## config.mk

```make
export PLATFORM = sky130hd
export DESIGN_NAME = lps_seq
export DESIGN_NICKNAME = d
export VERILOG_FILES = /design/src/shared/lps_pkg.sv /design/src/hw/lps_seq.sv /design/src/hw/lps_timer.sv
export SDC_FILE = /design/constraint.sdc
export NUM_CORES = 1
export LEC_CHECK = 0
export BUFFER_PORTS_ARGS = -buffer_cell sky130_fd_sc_hd__buf_2
export CAP_MARGIN = 20
export CORE_MARGIN = 1
export CORE_UTILIZATION = 41
export CTS_BUF_LIST = sky130_fd_sc_hd__clkbuf_8 sky130_fd_sc_hd__clkbuf_16
export DETAILED_ROUTE_END_ITERATION = 8
export REMOVE_ABC_BUFFERS = 1
export SLEW_MARGIN = 20
export SYNTH_ARGS = -nofsm -noshare
export SYNTH_HDL_FRONTEND = slang
export SYNTH_HIERARCHICAL = 1
export SYNTH_SLANG_ARGS = --single-unit
```

## constraint.sdc

```tcl
create_clock -name core_clk -period 11.35 [get_ports core_clk]
set_input_delay 2.8375 -clock core_clk [delete_from_list [all_inputs] [get_ports core_clk]]
set_output_delay 2.8375 -clock core_clk [all_outputs]
set_load 0.02 [all_outputs]
```

## src/shared/lps_pkg.sv

```systemverilog
// Constants, register map and state codes for the light/near sequencer
//
// Operation
// - Wait phase runs only when wait enabled
// - Near enable runs proximity sample phase
// - Light enable runs light integration phase
// - Power bit runs oscillator; clear means sleep
// - Integration down counter ends at zero
// - Oscillator divided by 11, 2048 ticks/step
// - Near sample is (setting+1) times 88us
// - Wait down counter, (setting+1) steps
// - Stretch multiplies wait time by twelve
// - Light below low threshold sets flag
// - Light above high threshold sets flag
// - Light flag and allow drive interrupt
// - Threshold low byte buffered until high byte
// - Near outside limits sets near flag
// - Near flag and allow drive interrupt
// - Near filter count in bits 7:4
// - Light filter count in bits 3:0
// - Count consecutive misses, clear when inside
// - Repeat light, near, wait in order
// - Writing one clears a status flag
// - Stretch is bit 2 at 0x8d
package lps_pkg;

  // Register offsets on the serial register port
  localparam logic [7:0] ADDR_ENABLE = 8'h80;
  localparam logic [7:0] ADDR_LIGHT_STEPS = 8'h81;
  localparam logic [7:0] ADDR_NEAR_STEPS = 8'h82;
  localparam logic [7:0] ADDR_WAIT_STEPS = 8'h83;
  localparam logic [7:0] ADDR_LLO_LO = 8'h84;
  localparam logic [7:0] ADDR_LLO_HI = 8'h85;
  localparam logic [7:0] ADDR_LHI_LO = 8'h86;
  localparam logic [7:0] ADDR_LHI_HI = 8'h87;
  localparam logic [7:0] ADDR_NEAR_LO = 8'h88;
  localparam logic [7:0] ADDR_NEAR_HI = 8'h8a;
  localparam logic [7:0] ADDR_FILTER = 8'h8c;
  localparam logic [7:0] ADDR_CFG0 = 8'h8d;
  localparam logic [7:0] ADDR_STATUS = 8'h93;
  localparam logic [7:0] ADDR_LRES_LO = 8'h94;
  localparam logic [7:0] ADDR_LRES_HI = 8'h95;
  localparam logic [7:0] ADDR_NRES = 8'h9c;
  localparam logic [7:0] ADDR_IRQ_EN = 8'hdd;

  // Reset values
  localparam logic [7:0] RST_ZERO = 8'h00;
  localparam logic [7:0] RST_NEAR_STEPS = 8'h1f;
  localparam logic [7:0] RST_CFG0 = 8'h80;

  // Bit positions
  localparam int BIT_POWER = 0;
  localparam int BIT_LIGHT_ON = 1;
  localparam int BIT_NEAR_ON = 2;
  localparam int BIT_WAIT_ON = 3;
  localparam int BIT_STRETCH = 2;
  localparam int BIT_LIGHT_IRQ = 4;
  localparam int BIT_NEAR_IRQ = 5;
  localparam int ENABLE_BITS = 4;

  // Timing: oscillator, integration clock and step lengths
  localparam int OSC_HZ = 8000000;
  localparam int CORE_HZ = 100000000;
  localparam int INT_DIV = 11;
  localparam int STEP_ITICKS = 2048;
  localparam int INT_CLK_NS = (INT_DIV * 1000) / (OSC_HZ / 1000000);
  localparam int NEAR_STEP_NS = 88000;
  localparam int NEAR_STEP_ITICKS = NEAR_STEP_NS / INT_CLK_NS;
  localparam int LONG_MULT = 12;
  localparam int UNIT_W = 15;

  // Light full scale: 1024 counts per step, saturating
  localparam logic [9:0] FS_STEP_LSBS = 10'h3ff;
  localparam logic [7:0] FS_SAT_STEPS = 8'h40;
  localparam logic [15:0] FS_MAX = 16'hffff;
  localparam logic [3:0] LIGHT_LIN_CODES = 4'h3;
  localparam logic [5:0] LIGHT_CODE_STRIDE = 6'h05;

  typedef enum logic [5:0] {
    LPS_SLEEP = 6'h01,
    LPS_IDLE = 6'h02,
    LPS_LIGHT = 6'h04,
    LPS_NEAR = 6'h08,
    LPS_WAIT = 6'h10,
    LPS_SPARE = 6'h20
  } lps_state_t;

endpackage

```

## src/hw/lps_seq.sv

```systemverilog
// Measurement sequencer, thresholds and persistence for light/near sensing
`timescale 1ns/1ps
`default_nettype none
module lps_seq #(
  parameter int OSC_HZ = lps_pkg::OSC_HZ,
  parameter int CORE_HZ = lps_pkg::CORE_HZ,
  parameter int INT_DIV = lps_pkg::INT_DIV,
  parameter int STEP_ITICKS = lps_pkg::STEP_ITICKS
) (
  input wire logic core_clk,
  input wire logic srst,
  input wire logic [7:0] reg_addr,
  input wire logic [7:0] reg_wdata,
  input wire logic reg_wr,
  input wire logic reg_rd,
  output logic [7:0] reg_rdata,
  input wire logic [15:0] photopic_data,
  input wire logic [7:0] near_data,
  output logic osc_run,
  output logic light_active,
  output logic near_active,
  output logic wait_active,
  output logic [15:0] light_result,
  output logic [7:0] near_result,
  output logic int_n_o,
  output logic int_n_oe
);

  localparam int UW = lps_pkg::UNIT_W;

  ////////////////////////////////////////////////////////////////////////
  // Helper functions

  // Light persistence code to count needed
  function automatic logic [5:0] light_need(input logic [3:0] code);
    logic [5:0] k;
    k = {2'b00, code} - {2'b00, lps_pkg::LIGHT_LIN_CODES};
    if (code <= lps_pkg::LIGHT_LIN_CODES) begin
      light_need = {2'b00, code};
    end else begin
      light_need = 6'((k * lps_pkg::LIGHT_CODE_STRIDE));
    end
  endfunction

  // Largest light count reachable for a step setting
  function automatic logic [15:0] full_scale(input logic [7:0] s);
    if (s >= lps_pkg::FS_SAT_STEPS) begin
      full_scale = lps_pkg::FS_MAX;
    end else begin
      full_scale = {s[5:0], lps_pkg::FS_STEP_LSBS};
    end
  endfunction

  // Address match used by every register write strobe
  function automatic logic hit(input logic [7:0] a, input logic [7:0] b);
    hit = (a == b);
  endfunction

  ////////////////////////////////////////////////////////////////////////
  // Registers

  logic [7:0] enable_reg;
  logic [7:0] light_steps_reg;
  logic [7:0] near_steps_reg;
  logic [7:0] wait_steps_reg;
  logic [7:0] llo_buf_reg;
  logic [7:0] lhi_buf_reg;
  logic [15:0] light_low_thr_reg;
  logic [15:0] light_high_thr_reg;
  logic [7:0] near_low_limit_reg;
  logic [7:0] near_high_limit_reg;
  logic [7:0] filter_counts_reg;
  logic [7:0] cfg0_reg;
  logic [7:0] irq_en_reg;
  logic light_irq_flag_reg;
  logic near_irq_flag_reg;
  logic [5:0] light_cnt_reg;
  logic [3:0] near_cnt_reg;
  logic [15:0] light_result_reg;
  logic [7:0] near_result_reg;
  logic [7:0] rdata_reg;
  logic irq_reg;
  logic [31:0] acc_reg;
  logic [3:0] div_reg;
  logic int_tick_reg;
  lps_pkg::lps_state_t state_reg;
  lps_pkg::lps_state_t state_next;

  ////////////////////////////////////////////////////////////////////////
  // Field views

  wire power_up_bit = enable_reg[lps_pkg::BIT_POWER];
  wire light_measure_on = enable_reg[lps_pkg::BIT_LIGHT_ON];
  wire near_detect_on = enable_reg[lps_pkg::BIT_NEAR_ON];
  wire wait_on = enable_reg[lps_pkg::BIT_WAIT_ON];
  wire wait_stretch = cfg0_reg[lps_pkg::BIT_STRETCH];
  wire light_irq_allow = irq_en_reg[lps_pkg::BIT_LIGHT_IRQ];
  wire near_irq_allow = irq_en_reg[lps_pkg::BIT_NEAR_IRQ];
  wire [3:0] near_filter_count = filter_counts_reg[7:4];
  wire [3:0] light_filter_count = filter_counts_reg[3:0];

  ////////////////////////////////////////////////////////////////////////
  // Write strobes

  wire wr_enable = reg_wr && hit(reg_addr, lps_pkg::ADDR_ENABLE);
  wire wr_lsteps = reg_wr && hit(reg_addr, lps_pkg::ADDR_LIGHT_STEPS);
  wire wr_nsteps = reg_wr && hit(reg_addr, lps_pkg::ADDR_NEAR_STEPS);
  wire wr_wsteps = reg_wr && hit(reg_addr, lps_pkg::ADDR_WAIT_STEPS);
  wire wr_llo_lo = reg_wr && hit(reg_addr, lps_pkg::ADDR_LLO_LO);
  wire wr_llo_hi = reg_wr && hit(reg_addr, lps_pkg::ADDR_LLO_HI);
  wire wr_lhi_lo = reg_wr && hit(reg_addr, lps_pkg::ADDR_LHI_LO);
  wire wr_lhi_hi = reg_wr && hit(reg_addr, lps_pkg::ADDR_LHI_HI);
  wire wr_nlo = reg_wr && hit(reg_addr, lps_pkg::ADDR_NEAR_LO);
  wire wr_nhi = reg_wr && hit(reg_addr, lps_pkg::ADDR_NEAR_HI);
  wire wr_filter = reg_wr && hit(reg_addr, lps_pkg::ADDR_FILTER);
  wire wr_cfg0 = reg_wr && hit(reg_addr, lps_pkg::ADDR_CFG0);
  wire wr_status = reg_wr && hit(reg_addr, lps_pkg::ADDR_STATUS);
  wire wr_irq_en = reg_wr && hit(reg_addr, lps_pkg::ADDR_IRQ_EN);

  // Configuration registers; reserved enable bits stay zero
  always_ff @(posedge core_clk) begin
    if (srst) begin
      enable_reg <= lps_pkg::RST_ZERO;
      light_steps_reg <= lps_pkg::RST_ZERO;
      near_steps_reg <= lps_pkg::RST_NEAR_STEPS;
      wait_steps_reg <= lps_pkg::RST_ZERO;
      filter_counts_reg <= lps_pkg::RST_ZERO;
      cfg0_reg <= lps_pkg::RST_CFG0;
      irq_en_reg <= lps_pkg::RST_ZERO;
    end else begin
      if (wr_enable) enable_reg <= {4'h0, reg_wdata[lps_pkg::ENABLE_BITS-1:0]};
      if (wr_lsteps) light_steps_reg <= reg_wdata;
      if (wr_nsteps) near_steps_reg <= reg_wdata;
      if (wr_wsteps) wait_steps_reg <= reg_wdata;
      if (wr_filter) filter_counts_reg <= reg_wdata;
      if (wr_cfg0) cfg0_reg <= reg_wdata;
      if (wr_irq_en) irq_en_reg <= reg_wdata;
    end
  end

  // Threshold low bytes wait in buffers so the comparator never sees
  // a half-updated 16-bit value
  always_ff @(posedge core_clk) begin
    if (srst) begin
      llo_buf_reg <= lps_pkg::RST_ZERO;
      lhi_buf_reg <= lps_pkg::RST_ZERO;
      light_low_thr_reg <= 16'h0000;
      light_high_thr_reg <= 16'h0000;
      near_low_limit_reg <= lps_pkg::RST_ZERO;
      near_high_limit_reg <= lps_pkg::RST_ZERO;
    end else begin
      if (wr_llo_lo) llo_buf_reg <= reg_wdata;
      if (wr_lhi_lo) lhi_buf_reg <= reg_wdata;
      if (wr_llo_hi) light_low_thr_reg <= {reg_wdata, llo_buf_reg};
      if (wr_lhi_hi) light_high_thr_reg <= {reg_wdata, lhi_buf_reg};
      if (wr_nlo) near_low_limit_reg <= reg_wdata;
      if (wr_nhi) near_high_limit_reg <= reg_wdata;
    end
  end

  ////////////////////////////////////////////////////////////////////////
  // Oscillator and integration clock ticks

  // Fractional accumulator: averages OSC_HZ ticks at the core rate,
  // jitter is one core cycle, which is far below a step
  wire [31:0] acc_sum = acc_reg + 32'(OSC_HZ);
  wire osc_tick = (acc_sum >= 32'(CORE_HZ));
  wire div_end = (div_reg == 4'(INT_DIV - 1));

  always_ff @(posedge core_clk) begin
    if (srst || !power_up_bit) begin
      acc_reg <= 32'h0000_0000;
      div_reg <= 4'h0;
      int_tick_reg <= 1'b0;
    end else begin
      acc_reg <= osc_tick ? acc_sum - 32'(CORE_HZ) : acc_sum;
      if (osc_tick) div_reg <= div_end ? 4'h0 : div_reg + 4'h1;
      int_tick_reg <= osc_tick && div_end;
    end
  end

  ////////////////////////////////////////////////////////////////////////
  // Phase timer

  logic tmr_load;
  logic tmr_done;
  logic tmr_busy;
  logic [7:0] tmr_steps;
  logic [UW-1:0] tmr_unit;

  // Units: light step, near step, wait step (optionally twelve times)
  wire [UW-1:0] unit_light = UW'(STEP_ITICKS);
  wire [UW-1:0] unit_near = UW'(lps_pkg::NEAR_STEP_ITICKS);
  wire [UW-1:0] unit_wait = wait_stretch ?
      UW'(STEP_ITICKS * lps_pkg::LONG_MULT) : UW'(STEP_ITICKS);

  // Timer setup follows the phase being entered
  assign tmr_steps = (state_next == lps_pkg::LPS_LIGHT) ? light_steps_reg :
                     (state_next == lps_pkg::LPS_NEAR) ? near_steps_reg :
                     wait_steps_reg;
  assign tmr_unit = (state_next == lps_pkg::LPS_LIGHT) ? unit_light :
                    (state_next == lps_pkg::LPS_NEAR) ? unit_near :
                    unit_wait;

  lps_timer #(
    .UNIT_W(UW)
  ) u_timer (
    .core_clk(core_clk),
    .srst(srst),
    .load(tmr_load),
    .steps(tmr_steps),
    .unit_ticks(tmr_unit),
    .tick(int_tick_reg),
    .busy(tmr_busy),
    .done(tmr_done)
  );

  ////////////////////////////////////////////////////////////////////////
  // Sequencer

  // Order within one cycle is light, near, wait; disabled phases drop out
  wire any_meas = light_measure_on || near_detect_on;
  lps_pkg::lps_state_t first_ph;
  lps_pkg::lps_state_t after_light;
  lps_pkg::lps_state_t after_near;
  assign first_ph = light_measure_on ? lps_pkg::LPS_LIGHT :
                    near_detect_on ? lps_pkg::LPS_NEAR :
                    lps_pkg::LPS_IDLE;
  assign after_near = wait_on ? lps_pkg::LPS_WAIT : first_ph;
  assign after_light = near_detect_on ? lps_pkg::LPS_NEAR : after_near;

  // Next state and timer load; losing power drops straight to sleep
  always_comb begin
    state_next = state_reg;
    tmr_load = 1'b0;
    if (!power_up_bit) begin
      state_next = lps_pkg::LPS_SLEEP;
    end else begin
      case (state_reg)
        lps_pkg::LPS_SLEEP: begin
          state_next = lps_pkg::LPS_IDLE;
        end
        lps_pkg::LPS_IDLE: begin
          if (any_meas) begin
            state_next = first_ph;
            tmr_load = 1'b1;
          end
        end
        lps_pkg::LPS_LIGHT: begin
          if (tmr_done) begin
            state_next = after_light;
            tmr_load = (after_light != lps_pkg::LPS_IDLE);
          end
        end
        lps_pkg::LPS_NEAR: begin
          if (tmr_done) begin
            state_next = after_near;
            tmr_load = (after_near != lps_pkg::LPS_IDLE);
          end
        end
        lps_pkg::LPS_WAIT: begin
          if (tmr_done) begin
            state_next = first_ph;
            tmr_load = (first_ph != lps_pkg::LPS_IDLE);
          end
        end
        default: begin
          state_next = lps_pkg::LPS_SLEEP;
        end
      endcase
    end
  end

  always_ff @(posedge core_clk) begin
    if (srst) begin
      state_reg <= lps_pkg::LPS_SLEEP;
    end else begin
      state_reg <= state_next;
    end
  end

  ////////////////////////////////////////////////////////////////////////
  // Threshold evaluation at the end of each measurement phase

  wire light_end = (state_reg == lps_pkg::LPS_LIGHT) && tmr_done;
  wire near_end = (state_reg == lps_pkg::LPS_NEAR) && tmr_done;

  // The converter cannot exceed the full scale of the chosen time
  wire [15:0] light_fs = full_scale(light_steps_reg);
  wire [15:0] light_sample = (photopic_data > light_fs) ? light_fs : photopic_data;
  wire light_out = (light_sample < light_low_thr_reg) ||
                   (light_sample > light_high_thr_reg);
  wire near_out = (near_data < near_low_limit_reg) ||
                  (near_data > near_high_limit_reg);

  // Consecutive miss counters saturate so they never wrap back to a match
  wire [5:0] light_cnt_next = !light_out ? 6'h00 :
      (light_cnt_reg == 6'h3f) ? light_cnt_reg : light_cnt_reg + 6'h01;
  wire [3:0] near_cnt_next = !near_out ? 4'h0 :
      (near_cnt_reg == 4'hf) ? near_cnt_reg : near_cnt_reg + 4'h1;

  // Code zero fires on every cycle; a count left over from a stricter code must not mask a lower one
  wire light_fire = light_end && ((light_filter_count == 4'h0) ||
      (light_out && light_cnt_next >= light_need(light_filter_count)));
  wire near_fire = near_end && ((near_filter_count == 4'h0) ||
      (near_out && near_cnt_next >= near_filter_count));

  // Results and counters move only when their phase ran
  always_ff @(posedge core_clk) begin
    if (srst) begin
      light_cnt_reg <= 6'h00;
      near_cnt_reg <= 4'h0;
      light_result_reg <= 16'h0000;
      near_result_reg <= 8'h00;
    end else begin
      if (light_end) begin
        light_cnt_reg <= light_cnt_next;
        light_result_reg <= light_sample;
      end
      if (near_end) begin
        near_cnt_reg <= near_cnt_next;
        near_result_reg <= near_data;
      end
    end
  end

  ////////////////////////////////////////////////////////////////////////
  // Interrupt flags and pin

  wire clr_light = wr_status && reg_wdata[lps_pkg::BIT_LIGHT_IRQ];
  wire clr_near = wr_status && reg_wdata[lps_pkg::BIT_NEAR_IRQ];

  // A new event in the clearing cycle wins over the clear
  always_ff @(posedge core_clk) begin
    if (srst) begin
      light_irq_flag_reg <= 1'b0;
      near_irq_flag_reg <= 1'b0;
      irq_reg <= 1'b0;
    end else begin
      light_irq_flag_reg <= light_fire || (light_irq_flag_reg && !clr_light);
      near_irq_flag_reg <= near_fire || (near_irq_flag_reg && !clr_near);
      irq_reg <= (light_irq_flag_reg && light_irq_allow) ||
                 (near_irq_flag_reg && near_irq_allow);
    end
  end

  // Open drain: only ever pulls low
  assign int_n_o = 1'b0;
  assign int_n_oe = irq_reg;

  ////////////////////////////////////////////////////////////////////////
  // Read port

  logic [7:0] rd_mux;
  always_comb begin
    case (reg_addr)
      lps_pkg::ADDR_ENABLE: rd_mux = enable_reg;
      lps_pkg::ADDR_LIGHT_STEPS: rd_mux = light_steps_reg;
      lps_pkg::ADDR_NEAR_STEPS: rd_mux = near_steps_reg;
      lps_pkg::ADDR_WAIT_STEPS: rd_mux = wait_steps_reg;
      lps_pkg::ADDR_LLO_LO: rd_mux = llo_buf_reg;
      lps_pkg::ADDR_LLO_HI: rd_mux = light_low_thr_reg[15:8];
      lps_pkg::ADDR_LHI_LO: rd_mux = lhi_buf_reg;
      lps_pkg::ADDR_LHI_HI: rd_mux = light_high_thr_reg[15:8];
      lps_pkg::ADDR_NEAR_LO: rd_mux = near_low_limit_reg;
      lps_pkg::ADDR_NEAR_HI: rd_mux = near_high_limit_reg;
      lps_pkg::ADDR_FILTER: rd_mux = filter_counts_reg;
      lps_pkg::ADDR_CFG0: rd_mux = cfg0_reg;
      lps_pkg::ADDR_STATUS: rd_mux = {2'b00, near_irq_flag_reg, light_irq_flag_reg, 4'h0};
      lps_pkg::ADDR_LRES_LO: rd_mux = light_result_reg[7:0];
      lps_pkg::ADDR_LRES_HI: rd_mux = light_result_reg[15:8];
      lps_pkg::ADDR_NRES: rd_mux = near_result_reg;
      lps_pkg::ADDR_IRQ_EN: rd_mux = irq_en_reg;
      default: rd_mux = 8'h00;
    endcase
  end

  // Read data holds until the next read strobe
  always_ff @(posedge core_clk) begin
    if (srst) begin
      rdata_reg <= 8'h00;
    end else if (reg_rd) begin
      rdata_reg <= rd_mux;
    end
  end

  assign reg_rdata = rdata_reg;
  assign osc_run = power_up_bit;
  assign light_active = (state_reg == lps_pkg::LPS_LIGHT);
  assign near_active = (state_reg == lps_pkg::LPS_NEAR);
  assign wait_active = (state_reg == lps_pkg::LPS_WAIT);
  assign light_result = light_result_reg;
  assign near_result = near_result_reg;

endmodule
`default_nettype wire

```

## src/hw/lps_timer.sv

```systemverilog
// Step down counter clocked by integration ticks
`timescale 1ns/1ps
`default_nettype none
module lps_timer #(
  parameter int UNIT_W = 15
) (
  input wire logic core_clk,
  input wire logic srst,
  input wire logic load,
  input wire logic [7:0] steps,
  input wire logic [UNIT_W-1:0] unit_ticks,
  input wire logic tick,
  output logic busy,
  output logic done
);

  logic [7:0] step_reg;
  logic [UNIT_W-1:0] sub_reg;
  logic [UNIT_W-1:0] unit_reg;
  logic busy_reg;
  wire sub_end = (sub_reg == '0);
  wire last = sub_end && (step_reg == 8'h00);

  // Done is combinational so the sequencer can chain phases with no gap
  assign done = busy_reg && tick && last;
  assign busy = busy_reg;

  // Terminal count 0x00 gives (steps+1) units
  always_ff @(posedge core_clk) begin
    if (srst) begin
      busy_reg <= 1'b0;
      step_reg <= 8'h00;
      sub_reg <= '0;
      unit_reg <= '0;
    end else if (load) begin
      busy_reg <= 1'b1;
      step_reg <= steps;
      sub_reg <= unit_ticks - 1'b1;
      unit_reg <= unit_ticks;
    end else if (busy_reg && tick) begin
      if (last) begin
        busy_reg <= 1'b0;
      end else if (sub_end) begin
        step_reg <= step_reg - 8'h01;
        sub_reg <= unit_reg - 1'b1;
      end else begin
        sub_reg <= sub_reg - 1'b1;
      end
    end
  end

endmodule
`default_nettype wire

```

After elaboration in Yosys (flattened, before gate mapping). Index checks and enable logic that the tools add are counted.

Register bits after elaboration: 243. Input bits: 44. Output and inout port bits: 38. Word-level logic and storage cells: 175.

$add $sub $neg: 10. Multiply operators: 1. Magnitude comparators: 10. Equal/unequal tests: 31. Mux-type cells: 42. Reduce and logical (&&, ||, !) cells: 52.

Operators by type and width (number): $eq 8x8->1 const B (17); $pmux 8 s17 (1); $mux 15 (7); $mux 6 (8); $mux 8 (6); $sub 15x1->15 const B (3); $add 32x23->32 const B (1); $ge 32x27->1 const B (1); $gt 16x16->1 (2); $mux 16 (2); $mux 32 (1); $sub 32x27->32 const B (1); $logic_and 1x1->1 (30); $pmux 6 s5 (1); $mux 4 (5); $lt 16x16->1 (1); $logic_not 15->1 (1); $eq 6x3->1 const B (2); $eq 6x4->1 const B (2); $mux 5 (2); $ne 5x2->1 const B (2); $logic_or 1x1->1 (9); $add 4x1->4 const B (2); $eq 4x4->1 const B (2); other kinds (24) (37).

Logic depth before layout (Yosys ltp). Gate-level depths: netlist of run 1.

Depth after elaboration: 12. Gate-level depth with buffers: 31.

Cells and area by module. Netlist of run 1, hierarchy kept.

Modules (own cells, without submodules): lps_seq (instances 1, cells an instance 1559, area each 11737.5 µm²); lps_timer (instances 1, cells an instance 284, area each 2253.4 µm²).

Worst setup path before layout of run 1. OpenSTA, ideal clock, no wires.

Path type: input to register. Start point: input photopic_data[13]. End point: register light_irq_flag_reg. Setup time: 0.132 ns. Arrival time: 6.950 ns. Path slack: 4.268 ns. Cell stages on the path: 27. Path buffers: 2. Cell sequence: ha_1 nand4_1 nor4_1 a21oi_1 clkbuf_1 or2_2 ha_1 nor2b_1 o21a_1 o21a_1 o211ai_1 a21boi_0 o21ai_0 a21oi_1 a31oi_1 clkbuf_1 a21o_1 ha_1 nand2b_1 a21o_1 a21oi_1 nor2b_1 o21ai_0 nand2b_1 a21oi_1 or3_1 a21oi_1.

Longest elaborated chain between the ends: 10.

RTL lines: start, declared (RTL line lps_seq.sv:17) `input wire logic [15:0] photopic_data,`; $gt 16x16->1 (*) (RTL line lps_seq.sv:290) `wire [15:0] light_sample = (photopic_data > light_fs) ? light_fs : photopic_data;`; $mux 16 (*) (RTL line lps_seq.sv:290); named net light_sample[1] (RTL line lps_seq.sv:290); $lt 16x16->1 / $gt 16x16->1 (equally long branches) (RTL line lps_seq.sv:291, lps_seq.sv:292); $logic_or 1x1->1 (*) (RTL line lps_seq.sv:291) `wire light_out = (light_sample < light_low_thr_reg) ||`; $mux 6 (RTL line lps_seq.sv:297) `wire [5:0] light_cnt_next = !light_out ? 6'h00 :`; $ge 6x6->1 (RTL line lps_seq.sv:304) `(light_out && light_cnt_next >= light_need(light_filter_count)));`; $logic_and 1x1->1 (*) (RTL line lps_seq.sv:304); $logic_or 1x1->1 (*) (RTL line lps_seq.sv:303) `wire light_fire = light_end && ((light_filter_count == 4'h0) ||`; $logic_and 1x1->1 (*) (RTL line lps_seq.sv:303); $logic_or 1x1->1 (*) (RTL line lps_seq.sv:340) `light_irq_flag_reg <= light_fire || (light_irq_flag_reg && !clr_light);`; end signal, assigned (RTL line lps_seq.sv:340); end, declared (RTL line lps_seq.sv:75) `logic light_irq_flag_reg;`.

The timed path passes the listed nets; every way through them passes the cells marked *. A chain may end at the register's enable or synchronous reset.

Worst setup path in the final report of run 1. Ends and elaborated chain as after synthesis.

==> results.rst, run 1 <==
.. list-table::
   :header-rows: 1

   * - Metric
     - Value
   * - Wire length of the first global-routing pass
     - 68220 um
   * - Worst vdd rail ir drop
     - 0.09598 mV
   * - Global placer's final weighted congestion
     - 0.9234
   * - DR vias/cell
     - 5.688
   * - Netlist area before placement
     - 13990 um2
   * - Tot Pwr
     - 1.879 mW
   * - RSZ-0062 raised after global routing
     - no
   * - Number of nets in the finished design
     - 1999
   * - Max Fclk
     - 0.1388 GHz
   * - Height of the die
     - 186.7 um
   * - Max_slew headroom
     - 27.10%
   * - EDFF count, synth
     - 0
   * - Asr flop ratio synth
     - 0%
   * - Number of cells on the worst reg-to-reg path
     - 29
   * - Post-synthesis compound-gate area fraction
     - 22.42%
   * - Class of the most critical hold timing path
     - reg -> reg
   * - Worst Setup SP
     - photopic_data[13]
   * - Via count
     - 13340
   * - Startpoint types
     - primary input
   * - Flip-flop count of the largest register after layout
     - 24
   * - DP HPWL
     - 30660 um
   * - Antenna violations before repair
     - 0
   * - CTS Buf Count
     - 27
   * - Cell leakage power
     - 5.601 nW
   * - Hold path startpoint
     - light_low_thr_reg[1]$_SDFFE_PP0P_
   * - Bufs on Longest Clock Path
     - 3
   * - Count of pins on the block boundary
     - 82
   * - Die outline area
     - 34870 um2
   * - CP peak stage delay
     - 0.66 ns
   * - Largest family of logic cells by synthesized area
     - simple AND/OR/NAND/NOR gates
   * - Reg-to-reg endpoint
     - light_irq_flag_reg$_SDFF_PP0_
   * - Total of flip-flops plus latches after synthesis
     - 235
   * - Area growth from synthesis to final layout
     - 12.30%
   * - Area share of the largest cell type after synthesis
     - 33.63%
   * - Resized Gates After CTS
     - 0
   * - Routed length per instance
     - 18.41 um
   * - Clock tree from TritonCTS
     - built
   * - Placeable Area
     - 33530 um2
   * - Switching pwr
     - 429.1 uW
   * - Initial cell density of the core
     - 41.72%
   * - Post-CTS Hold Fix Bufs
     - 0
   * - Worst Max-Slew Pin Slew
     - 1.089 ns
   * - Dominant cells by area after synthesis
     - sky130_fd_sc_hd__dfxtp_1 (34%), sky130_fd_sc_hd__nand2_1 (8.5%), sky130_fd_sc_hd__a21oi_1 (8.4%)
   * - Fin Clk Skew
     - 0.01159 ns
   * - Internal Power
     - 1.450 mW
   * - Total wire length after detailed routing
     - 43190 um
   * - Layout cells sized above 1
     - 10.64%
   * - Reg2reg setup slack
     - 5.63 ns
   * - Status
     - completed
   * - Simple-Gate Fraction of Synth Area
     - 25.51%
   * - Largest area contributor in the synthesized netlist
     - sky130_fd_sc_hd__dfxtp_1
   * - Setup Total Neg Slack
     - 0 ns
   * - Buffers on Ports
     - 80
   * - Main synth FF type
     - sky130_fd_sc_hd__dfxtp_1
   * - Clock latency on the worst-skew pair
     - 0.54 ns
   * - Fin crit period
     - 7.204 ns
   * - Worst endpoint data arrival time
     - 7.59 ns
   * - XOR/XNOR share of the synthesized area
     - 3.568%
   * - Number of clock sinks
     - 235
   * - Largest net degree at the start of global routing
     - 87
   * - Root buffer cell
     - sky130_fd_sc_hd__clkbuf_16
   * - Number of pins with negative max-slew slack in the final report
     - 0
   * - Standard-cell row count
     - 67
   * - Required time at the worst-slack endpoint
     - 11.73 ns
   * - Number of diodes added for antenna fixing
     - 0
   * - Number of nets with antenna violations after detailed routing
     - 0
   * - Multiplexer share of the synthesized area
     - 2.272%
   * - Cell mode on critical path
     - sky130_fd_sc_hd__a21oi_1
   * - Total track usage
     - 24.15%
   * - Detailed-route DRC error count
     - 0
   * - Timing endpoint of the critical path
     - light_irq_flag_reg$_SDFF_PP0_
   * - Final hold violation count
     - 0
   * - Net switching fraction of the power
     - 22.84%
   * - Max Cap Violations
     - 0
   * - Reg-to-Reg Start
     - light_steps_reg[6]$_SDFFE_PP0P_
   * - Number of DRC markers in iteration 0
     - 1240
   * - Post-Synthesis Mean Instance Area
     - 7.591 um2
   * - Setup Buffers After CTS
     - 0
   * - Number of H-tree levels
     - 1
   * - Adder-cell area share of the yosys netlist
     - 6.850%
   * - Distinct cell type count of the synthesized netlist
     - 92
   * - Largest fanout on the critical path
     - 22
   * - Cell with the largest stage delay on the worst path
     - sky130_fd_sc_hd__a21oi_2
   * - Register area share after synthesis
     - 33.63%
   * - Relative contribution of the clock network to total power
     - 50.8%
   * - Clk pin slew, worst setup/hold paths
     - 0.06 ns
   * - Overflow left after global routing
     - 0
   * - Crit share post-route
     - 63.47%
   * - 1st-pass router iterations
     - 5
   * - Start-to-end type of the worst setup path
     - in -> reg
   * - Count of yosys warnings during synthesis
     - 6
   * - Final Setup Violations
     - 0
   * - Share of total power in combinational logic
     - 5.2%
   * - Sequential power share
     - 44.0%
   * - Pwr per Cell Area
     - 119.6 nW/um2
   * - Overall die width
     - 186.7 um
   * - Synthesized instance count
     - 1843
   * - Type of destination of the critical path
     - flop
   * - Vias in the first global route
     - 12090
==> layer usage <==
layer  vias to the layer above  wire [um]  track usage, %
met2                       459      18400           35.89
met4                         0        694           4.981
li1                       6566          -               -
met3                        48       3597           4.721
met1                      6270      20500           35.83
met5                         -          0               0
==> worst min-delay path by stage <==
stage,to,slack (ns),cells past startpoint
floorplan,cfg0_reg[3]$_SDFFE_PP0P_,0.43,2
global placement,irq_en_reg[0]$_SDFFE_PP0P_,0.44,2
detailed placement,irq_en_reg[0]$_SDFFE_PP0P_,0.45,2
CTS,irq_en_reg[0]$_SDFFE_PP0P_,0.46,2
global route,irq_en_reg[0]$_SDFFE_PP0P_,0.47,2
finish,light_low_thr_reg[1]$_SDFFE_PP0P_,0.46,2
==> cells by family (layout without fill, tap and decap cells) <==
| kind of cell | after synthesis | after routing |
|---|---|---|
| AND/OR/NAND/NOR | 754 | 754 |
| AO/OA/AOI/OAI | 492 | 492 |
| flip-flops | 235 | 235 |
| buffers and inverters | 198 | 231 |
| adder cells (fa/ha/maj) | 76 | 76 |
| XOR/XNOR | 57 | 57 |
| multiplexers | 30 | 30 |
| other | 1 | 23 |
==> stage by stage <==
step / hold WS [ns] / setup slack [ns] / instances / util, % / instance area (um2)
2_1_floorplan: 0.4297 / 3.871 / 1749 / - / 13580
3_3_place_gp: 0.4429 / 3.434 / 2298 / 43.89 / 14720
3_5_place_dp: 0.4478 / 3.695 / 2298 / 43.91 / 14720
4_1_cts: 0.4568 / 4.254 / 2346 / 46.80 / 15690
5_1_grt: 0.4704 / 3.750 / 2346 / 46.85 / 15710
6_report: 0.4571 / 4.146 / 2346 / 46.85 / 15710
==> power by group through the flow <==
stage | combinational (mW) | sequential [mW] | clock (mW)
after CTS | 0.0962 | 0.826 | 0.972
final | 0.0977 | 0.826 | 0.955
after floorplan | 0.0416 | 0.844 | 0
after global placement | 0.0941 | 0.844 | 0
after detailed placement | 0.0959 | 0.844 | 0
after global routing | 0.107 | 0.826 | 1.01
==> critical path: cells and delay by family <==
kind | cells | cell delay (ns)
AO/OA/AOI/OAI | 17 | 3.01
adder cells (fa/ha/maj) | 3 | 0.82
buffers and inverters | 2 | 0.33
AND/OR/NAND/NOR | 6 | 0.57
==> cell usage after synthesis (25+ instances only) <==
cell type                  count
sky130_fd_sc_hd__xor2_1       25
sky130_fd_sc_hd__xnor2_1      32
sky130_fd_sc_hd__nor3_1       28
sky130_fd_sc_hd__clkbuf_1     92
sky130_fd_sc_hd__nor2_1      137
sky130_fd_sc_hd__inv_1        81
sky130_fd_sc_hd__nand2b_1     27
sky130_fd_sc_hd__nand4_1      25
sky130_fd_sc_hd__ha_1         75
sky130_fd_sc_hd__nand3_1      91
sky130_fd_sc_hd__mux2i_1      25
sky130_fd_sc_hd__nand2_1     315
sky130_fd_sc_hd__dfxtp_1     235
sky130_fd_sc_hd__a21oi_1     235
sky130_fd_sc_hd__o21ai_0      56
==> cells in the final DEF (no fill, tap or decap), types with 14 or more instances in the layout <==
master,n
sky130_fd_sc_hd__ha_1,75
sky130_fd_sc_hd__nor2b_1,19
sky130_fd_sc_hd__nor2_1,136
sky130_fd_sc_hd__buf_2,79
sky130_fd_sc_hd__inv_1,83
sky130_fd_sc_hd__nand3_1,91
sky130_fd_sc_hd__a21o_1,24
sky130_fd_sc_hd__or2_2,14
sky130_fd_sc_hd__xnor2_1,32
sky130_fd_sc_hd__a22oi_1,24
sky130_fd_sc_hd__or3_1,17
sky130_fd_sc_hd__conb_1,23
sky130_fd_sc_hd__dfxtp_1,235
sky130_fd_sc_hd__xor2_1,25
sky130_fd_sc_hd__nand2b_1,26
sky130_fd_sc_hd__buf_4,21
sky130_fd_sc_hd__clkbuf_16,27
sky130_fd_sc_hd__a211oi_1,24
sky130_fd_sc_hd__and3_1,15
sky130_fd_sc_hd__o21ai_0,56
sky130_fd_sc_hd__nor3_1,27
sky130_fd_sc_hd__mux2i_1,25
sky130_fd_sc_hd__a21oi_1,234
sky130_fd_sc_hd__nand2_1,315
sky130_fd_sc_hd__nand4_1,25
==> cell type report <==
class	instances	area, um2
well taps	448	560.5
clock buffers	31	730.7
repair buffers	101	564.3
multi-input cells	1432	8606
fillers	3386	17820
flip-flops and latches	235	4705
clock inverters	17	237.7
inverters	82	307.8
(Power assumes the default switching activity.)
==> run 2, diff against run 1 <==
Clock period 11.35 ns to 7.1 ns, I/O delays scaled along.
==> results.rst, run 2 (synthesis results as in run 1) <==
.. list-table::
   :header-rows: 1

   * - Metric
     - Value
   * - Place WS
     - 0.3976 ns (-3.298 ns)
   * - Most frequent standard cell in the layout excluding fill and tap cells
     - sky130_fd_sc_hd__nand2_1
   * - Cell mode on critical path
     - sky130_fd_sc_hd__a21oi_1
   * - Wire length of the first global-routing pass
     - 67940 um (-0.40%)
   * - Post-CTS Hold Fix Bufs
     - 0 (unchanged)
   * - Max_slew headroom
     - 26.35% (-0.75 points)
   * - Number of pins with negative max-slew slack in the final report
     - 0 (unchanged)
   * - Detailed-route DRC error count
     - 0 (unchanged)
   * - Net switching fraction of the power
     - 23.67% (+0.84 points)
   * - Fin crit period
     - 6.190 ns
   * - Setup Total Neg Slack
     - 0 ns (unchanged)
   * - Startpoint types
     - primary input
   * - Placeable Area
     - 33530 um2 (unchanged)
   * - Number of H-tree levels
     - 1 (unchanged)
   * - Height of the die
     - 186.7 um (unchanged)
   * - Multi-input gate area
     - 8600 um2 (about the same)
   * - Overflow left after global routing
     - 0 (unchanged)
   * - DP HPWL
     - 30580 um (-0.27%)
   * - Buffers on Ports
     - 80 (unchanged)
   * - DR vias/cell
     - 5.696 (+0.15%)
   * - Wire length on met2
     - 18320 um (-0.41%)
   * - Setup Buffers After CTS
     - 0 (unchanged)
   * - Crit share post-route
     - 87.18%
   * - Switching pwr
     - 681.0 uW (+59%)
   * - Register area
     - 4705 um2 (unchanged)
   * - Vias in the first global route
     - 12040 (-0.45%)
   * - Total wire length after detailed routing
     - 43180 um (about the same)
   * - Number of DRC markers in iteration 0
     - 1333 (+7.5%)
   * - Relative contribution of the clock network to total power
     - 48.7% (-2.1 points)
   * - Dominant delay contributor by cell family on the critical path
     - compound AO/OA/AOI/OAI gates
   * - Cell with the largest stage delay on the worst path
     - sky130_fd_sc_hd__a31oi_1
   * - Class of the most critical hold timing path
     - reg -> reg
   * - Clock latency on the worst-skew pair
     - 0.56 ns (+0.02 ns)
   * - Antenna violations before repair
     - 2 (+2)
   * - Routed wire length on met3
     - 3250 um (-9.6%)
   * - Start-to-end type of the worst setup path
     - in -> reg
   * - Die outline area
     - 34870 um2 (unchanged)
   * - Worst endpoint data arrival time
     - 6.58 ns (-1.01 ns)
   * - Clock tree from TritonCTS
     - built
   * - Sequential power share
     - 45.9% (+1.9 points)
   * - Largest net degree at the start of global routing
     - 111 (+28%)
   * - Reg-to-reg endpoint
     - light_irq_flag_reg$_SDFF_PP0_
   * - Hold path startpoint
     - cfg0_reg[4]$_SDFFE_PP0P_
   * - Clk pin slew, worst setup/hold paths
     - 0.06 ns (about the same)
   * - Placed cell area
     - 14720 um2 (about the same)
   * - Cell leakage power
     - 5.587 nW (-0.24%)
   * - Pwr per Cell Area
     - 184.1 nW/um2 (+54%)
   * - Via count
     - 13380 (+0.24%)
   * - Root buffer cell
     - sky130_fd_sc_hd__clkbuf_16
   * - Count of pins on the block boundary
     - 82 (unchanged)
   * - Number of inserted filler cells in the final layout
     - 3397 (+0.32%)
   * - Reg2reg setup slack
     - 1.31 ns (-4.32 ns)
   * - Initial cell density of the core
     - 41.72% (unchanged)
   * - Overall die width
     - 186.7 um (unchanged)
   * - RSZ-0062 raised after global routing
     - no
   * - Bufs on Longest Clock Path
     - 3 (unchanged)
   * - Final WS setup
     - 0.9099 ns (-3.236 ns)
   * - CP peak stage delay
     - 0.49 ns (-0.17 ns)
   * - Routed length per instance
     - 18.39 um (-0.10%)
   * - Total track usage
     - 24.09% (-0.053 points)
   * - Share of total power in combinational logic
     - 5.4% (+0.2 points)
   * - Global placer's final weighted congestion
     - 0.9261 (+0.29%)
   * - Most used cells in the layout excluding fill and tap cells
     - sky130_fd_sc_hd__nand2_1 (315), sky130_fd_sc_hd__a21oi_1 (235), sky130_fd_sc_hd__dfxtp_1 (235), sky130_fd_sc_hd__nor2_1 (137)
   * - 1st-pass router iterations
     - 8 (+3)
   * - Final Setup Violations
     - 0 (unchanged)
   * - M1 wire length
     - 20460 um (-0.20%)
   * - Max Fclk
     - 0.1615 GHz
   * - Fin Clk Skew
     - 0.01616 ns (+0.004575 ns)
   * - Resized Gates After CTS
     - 0 (unchanged)
   * - End of the worst hold path
     - cfg0_reg[4]$_SDFFE_PP0P_
   * - Standard-cell row count
     - 67 (unchanged)
   * - Number of clock sinks
     - 235 (unchanged)
   * - Final hold violation count
     - 0 (unchanged)
   * - Area growth from synthesis to final layout
     - 11.66%
   * - Reg-to-Reg Start
     - light_steps_reg[7]$_SDFFE_PP0P_
   * - Flip-flop count of the largest register after layout
     - 24 (unchanged)
   * - Final instance area
     - 15620 um2 (-0.57%)
   * - Worst vdd rail ir drop
     - 0.1687 mV (+76%)
   * - Number of cells on the worst reg-to-reg path
     - 28 (-3.4%)
   * - Type of destination of the critical path
     - flop
   * - Tot Pwr
     - 2.877 mW (+53%)
   * - Number of nets in the finished design
     - 2000 (+0.050%)
   * - Internal Power
     - 2.196 mW (+51%)
   * - Max Cap Violations
     - 0 (unchanged)
   * - Largest fanout on the critical path
     - 10 (-55%)
   * - Layout cells sized above 1
     - 10.16% (-0.48 points)
   * - Number of buffers and inverters on the critical path
     - 2 (unchanged)
   * - Hold path cells
     - 2 (unchanged)
   * - Number of nets with antenna violations after detailed routing
     - 0 (unchanged)
   * - Top Layer Used
     - met5
   * - Status
     - completed
   * - Required time at the worst-slack endpoint
     - 7.49 ns (-4.24 ns)
   * - Worst Max-Slew Pin Slew
     - 1.101 ns (+0.01123 ns)
   * - CTS Buf Count
     - 27 (unchanged)
-- run 2: layer usage --
layer  vias up  track usage, %
li1       6566               -
met1      6284           35.50
met2       458           35.25
met3        65           4.269
met4         2           7.629
met5         -               0
-- run 2: worst max-delay path by stage --
stage / from / cells after the start / slack [ns] / to
4_1_cts: photopic_data[13] / 28 / 0.95 / light_irq_flag_reg$_SDFF_PP0_
5_1_grt: photopic_data[13] / 28 / 0.50 / light_irq_flag_reg$_SDFF_PP0_
3_3_place_gp: photopic_data[13] / 28 / 0.46 / light_irq_flag_reg$_SDFF_PP0_
3_5_place_dp: photopic_data[13] / 28 / 0.40 / light_irq_flag_reg$_SDFF_PP0_
2_1_floorplan: photopic_data[13] / 26 / 0.68 / light_irq_flag_reg$_SDFF_PP0_
6_report: photopic_data[13] / 28 / 0.91 / light_irq_flag_reg$_SDFF_PP0_
-- run 2: per-stage QoR --
| stage | hold slack (ns) | utilization [%] | std cells |
|---|---|---|---|
| finish | 0.4551 | 46.59 | 2348 |
| global route | 0.4718 | 46.58 | 2347 |
| CTS | 0.4556 | 46.50 | 2346 |
| detailed placement | 0.4476 | 43.89 | 2298 |
| global placement | 0.4427 | 43.89 | 2298 |
| floorplan | 0.4297 | - | 1749 |
-- run 2: worst reg2reg max path: cells and delay by family (launching register included) --
kind                       cells  cell delay (ns)
AOI/OAI and AO/OA             15             2.90
and+or+nand+nor                9             1.28
adders and majority gates      3             0.86
DFF                            1             0.36
buffers and inverters          1             0.23
-- run 2: power by group through the flow --
stage / combinational (mW) / clock (mW) / sequential (mW)
after CTS: 0.154 / 1.42 / 1.32
after global routing: 0.173 / 1.48 / 1.32
after global placement: 0.151 / 0 / 1.35
after floorplan: 0.0665 / 0 / 1.35
final: 0.156 / 1.40 / 1.32
after detailed placement: 0.154 / 0 / 1.35
-- run 2: layout make-up --
cell class,count,share of cell area (%)
Inverter,82,1.970
Timing Repair Buffer,102,3.660
Clock inverter,18,1.017
Tap cell,448,3.588
Multi-Input combinational cell,1432,55.05
Clock buffer,30,4.589
Antenna cell,1,0.01602
Sequential cell,235,30.11
==> run 3, diff against run 2 <==
Settings changed: ABC_AREA from default to 1.
==> results.rst, run 3 <==
.. list-table::
   :header-rows: 1

   * - Metric
     - Value
   * - Count of pins on the block boundary
     - 82 (unchanged)
   * - Overflow left after global routing
     - 0 (unchanged)
   * - Largest family of logic cells by synthesized area
     - simple AND/OR/NAND/NOR gates
   * - Number of nets with antenna violations after detailed routing
     - 0 (unchanged)
   * - Max Cap Violations
     - 0 (unchanged)
   * - Type of destination of the critical path
     - flop
   * - Clk pin slew, worst setup/hold paths
     - 0.06 ns (about the same)
   * - Dominant cells by area after synthesis
     - sky130_fd_sc_hd__dfxtp_1 (34%), sky130_fd_sc_hd__nand2_1 (11%), sky130_fd_sc_hd__a21oi_1 (8.4%)
   * - Pwr per Cell Area
     - 196.5 nW/um2 (+6.7%)
   * - Area growth from synthesis to final layout
     - 12.91%
   * - Clock latency on the worst-skew pair
     - 0.57 ns (about the same)
   * - Antenna violations before repair
     - 0 (-2)
   * - Simple-Gate Fraction of Synth Area
     - 23.85% (-1.7 points)
   * - Clock tree from TritonCTS
     - built
   * - Max Fclk
     - 0.1752 GHz (+8.4%)
   * - Crit share post-route
     - 80.40% (-6.8 points)
   * - Setup Buffers After CTS
     - 0 (unchanged)
   * - Multiplexer share of the synthesized area
     - 0% (-2.3 points)
   * - Most frequent standard cell in the layout excluding fill and tap cells
     - sky130_fd_sc_hd__nand2_1
   * - Initial cell density of the core
     - 41.62% (-0.11 points)
   * - Count of yosys warnings during synthesis
     - 6 (unchanged)
   * - Synthesized instance count
     - 2060 (+12%)
   * - Final WS setup
     - 1.392 ns (+0.4818 ns)
   * - Placeable Area
     - 33450 um2 (-0.25%)
   * - Post-CTS Hold Fix Bufs
     - 0 (unchanged)
   * - Largest area contributor in the synthesized netlist
     - sky130_fd_sc_hd__dfxtp_1
   * - Number of nets in the finished design
     - 2238 (+12%)
   * - XOR/XNOR share of the synthesized area
     - 1.987% (-1.6 points)
   * - RSZ-0062 raised after global routing
     - no
   * - Number of H-tree levels
     - 1 (unchanged)
   * - Required time at the worst-slack endpoint
     - 7.52 ns (+0.03 ns)
   * - Total track usage
     - 24.97% (+0.88 points)
   * - Via count
     - 13640 (+2.0%)
   * - Cell with the largest stage delay on the worst path
     - sky130_fd_sc_hd__or2_2
   * - Bufs on Longest Clock Path
     - 3 (unchanged)
   * - Main synth FF type
     - sky130_fd_sc_hd__dfxtp_1
   * - Worst endpoint data arrival time
     - 6.13 ns (-0.45 ns)
   * - Max_slew headroom
     - 25.47% (-0.88 points)
   * - Startpoint types
     - primary input
   * - Dominant cell by count in the synthesized netlist
     - sky130_fd_sc_hd__nand2_1
   * - M1 wire length
     - 20220 um (-1.2%)
   * - Routed wire length on met3
     - 2631 um (-19%)
   * - Standard-cell row count
     - 67 (unchanged)
   * - Final instance area
     - 15720 um2 (+0.60%)
   * - Register area share after synthesis
     - 33.80% (+0.17 points)
   * - Largest net degree at the start of global routing
     - 78 (-30%)
   * - Cell mode on critical path
     - sky130_fd_sc_hd__nand2_1
   * - Placed cell area
     - 14660 um2 (-0.37%)
   * - Post-Synthesis Mean Instance Area
     - 6.757 um2 (-11%)
   * - EDFF count, synth
     - 0 (unchanged)
   * - 1st-pass router iterations
     - 7 (-1)
   * - Class of the most critical hold timing path
     - reg -> reg
   * - Number of pins with negative max-slew slack in the final report
     - 0 (unchanged)
   * - Root buffer cell
     - sky130_fd_sc_hd__clkbuf_16
   * - Worst Max-Slew Pin Slew
     - 1.108 ns (+0.007018 ns)
   * - DR vias/cell
     - 5.274 (-7.4%)
   * - DP HPWL
     - 31490 um (+3.0%)
   * - Setup Total Neg Slack
     - 0 ns (unchanged)
   * - Number of standard cells in the final layout excluding fillers
     - 2587 (+10%)
   * - Post-synthesis compound-gate area fraction
     - 22.22% (-0.20 points)
   * - Number of diodes added for antenna fixing
     - 0 (-1)
   * - Resized Gates After CTS
     - 0 (unchanged)
   * - Status
     - completed
   * - CP peak stage delay
     - 0.36 ns (-0.13 ns)
   * - Layout cells sized above 1
     - 10.19% (+0.028 points)
   * - Worst vdd rail ir drop
     - 0.2019 mV (+20%)
   * - Height of the die
     - 186.3 um (-0.25%)
   * - Netlist area before placement
     - 13920 um2 (-0.51%)
   * - CTS Buf Count
     - 29 (+7.4%)
   * - Detailed-route DRC error count
     - 0 (unchanged)
   * - Most used cells in the layout excluding fill and tap cells
     - sky130_fd_sc_hd__nand2_1 (402), sky130_fd_sc_hd__inv_1 (314), sky130_fd_sc_hd__dfxtp_1 (235), sky130_fd_sc_hd__a21oi_1 (234), sky130_fd_sc_hd__o21ai_0 (205)
   * - Final hold violation count
     - 0 (unchanged)
   * - Place WS
     - 0.8353 ns (+0.4377 ns)
   * - Vias in the first global route
     - 12610 (+4.7%)
   * - Number of inserted filler cells in the final layout
     - 3434 (+1.1%)
   * - Buffers on Ports
     - 80 (unchanged)
   * - Die outline area
     - 34690 um2 (-0.50%)
   * - Total wire length after detailed routing
     - 42690 um (-1.1%)
   * - Area share of the largest cell type after synthesis
     - 33.80% (+0.17 points)
   * - Flip-flop count of the largest register after layout
     - 24 (unchanged)
   * - Start-to-end type of the worst setup path
     - in -> reg
   * - Cell leakage power
     - 7.025 nW (+26%)
   * - Most used standard cells in the synthesized netlist
     - sky130_fd_sc_hd__nand2_1 (402), sky130_fd_sc_hd__inv_1 (310), sky130_fd_sc_hd__a21oi_1 (235), sky130_fd_sc_hd__dfxtp_1 (235), sky130_fd_sc_hd__o21ai_0 (205)
   * - Asr flop ratio synth
     - 0% (unchanged)
   * - Global placer's final weighted congestion
     - 0.9514 (+2.7%)
   * - Fin crit period
     - 5.708 ns (-0.4818 ns)
   * - Number of DRC markers in iteration 0
     - 918 (-31%)
   * - Overall die width
     - 186.3 um (-0.25%)
   * - Routed length per instance
     - 16.50 um (-10%)
   * - Number of clock sinks
     - 235 (unchanged)
   * - Total instance count after detailed placement
     - 2535 (+10%)
   * - Fin Clk Skew
     - 0.02752 ns (+0.01136 ns)
   * - Wire length on met2
     - 18790 um (+2.5%)
   * - Total of flip-flops plus latches after synthesis
     - 235 (unchanged)
   * - Adder-cell area share of the yosys netlist
     - 6.885% (+0.035 points)
   * - Wire length of the first global-routing pass
     - 67860 um (-0.12%)
   * - Final Setup Violations
     - 0 (unchanged)
   * - Largest fanout on the critical path
     - 14 (+4)
   * - Top Layer Used
     - met4
   * - Distinct cell type count of the synthesized netlist
     - 59 (-36%)
## run 3: changes by cell type after synthesis, moves of 27 or more
cell / previous run / this run
sky130_fd_sc_hd__xnor2_1: 32 / 4
sky130_fd_sc_hd__o22ai_1: 1 / 29
sky130_fd_sc_hd__nand2b_1: 27 / 0
sky130_fd_sc_hd__nand2_1: 315 / 402
sky130_fd_sc_hd__o21ai_0: 56 / 205
sky130_fd_sc_hd__inv_1: 81 / 310
sky130_fd_sc_hd__clkbuf_1: 92 / 55
## run 3: metrics by stage
stage	hold WS [ns]	total power [mW]	utilization, %
6_report	0.4553	3.089	46.99
5_1_grt	0.4727	3.187	46.99
4_1_cts	0.4551	3.119	46.96
3_5_place_dp	0.4471	1.502	43.84
3_3_place_gp	0.4391	1.498	43.83
2_1_floorplan	0.4258	1.434	-
## run 3: area by class of cell
class	instances	area, um2	share of cell area [%]
multi-input combinational	1440	7730	49.18
timing repair buffer	87	452.9	2.882
inverter	325	1224	7.786
sequential	235	4705	29.93
tap	448	560.5	3.567
clock buffer	36	822.0	5.230
clock inverter	16	222.7	1.417
## run 3: final timing paths
check / start / endpoint / slack, ns / cells past startpoint
worst min-delay path: irq_en_reg[6]$_SDFFE_PP0P_ / irq_en_reg[6]$_SDFFE_PP0P_ / 0.46 / 2
worst max register to register: light_steps_reg[7]$_SDFFE_PP0P_ / light_irq_flag_reg$_SDFF_PP0_ / 1.89 / 31
worst min register to register: irq_en_reg[6]$_SDFFE_PP0P_ / irq_en_reg[6]$_SDFFE_PP0P_ / 0.46 / 2
worst max-delay path: photopic_data[15] / light_irq_flag_reg$_SDFF_PP0_ / 1.39 / 30
## run 3: routing by layer
metal	up-vias	track usage (%)
li1	6904	-
met1	6324	35.45
met2	358	39.72
met3	58	2.823
met4	0	7.115
met5	-	0
## run 3: cell families (layout without fill, tap and decap cells)
logic type | Yosys count | count (layout)
flip-flops | 235 | 235
XOR/XNOR | 29 | 29
other | 1 | 18
buffers and inverters | 402 | 464
AND/OR/NAND/NOR | 758 | 758
adder cells (fa/ha/maj) | 76 | 76
AO/OA/AOI/OAI | 559 | 559
## run 3: critical path: cells and delay by family
kind,cells,cell delay (ns)
buffers and inverters,4,0.49
adder cells (fa/ha/maj),3,0.81
AO/OA/AOI/OAI,10,1.56
AND/OR/NAND/NOR,13,1.49
## run 3: power breakdown
group	switching [mW]	leakage (nW)	internal, mW	total (mW)
Clock	0.615	0.527	0.999	1.61
Sequential	0.00106	1.89	1.32	1.32
Combinational	0.107	4.61	0.0466	0.154
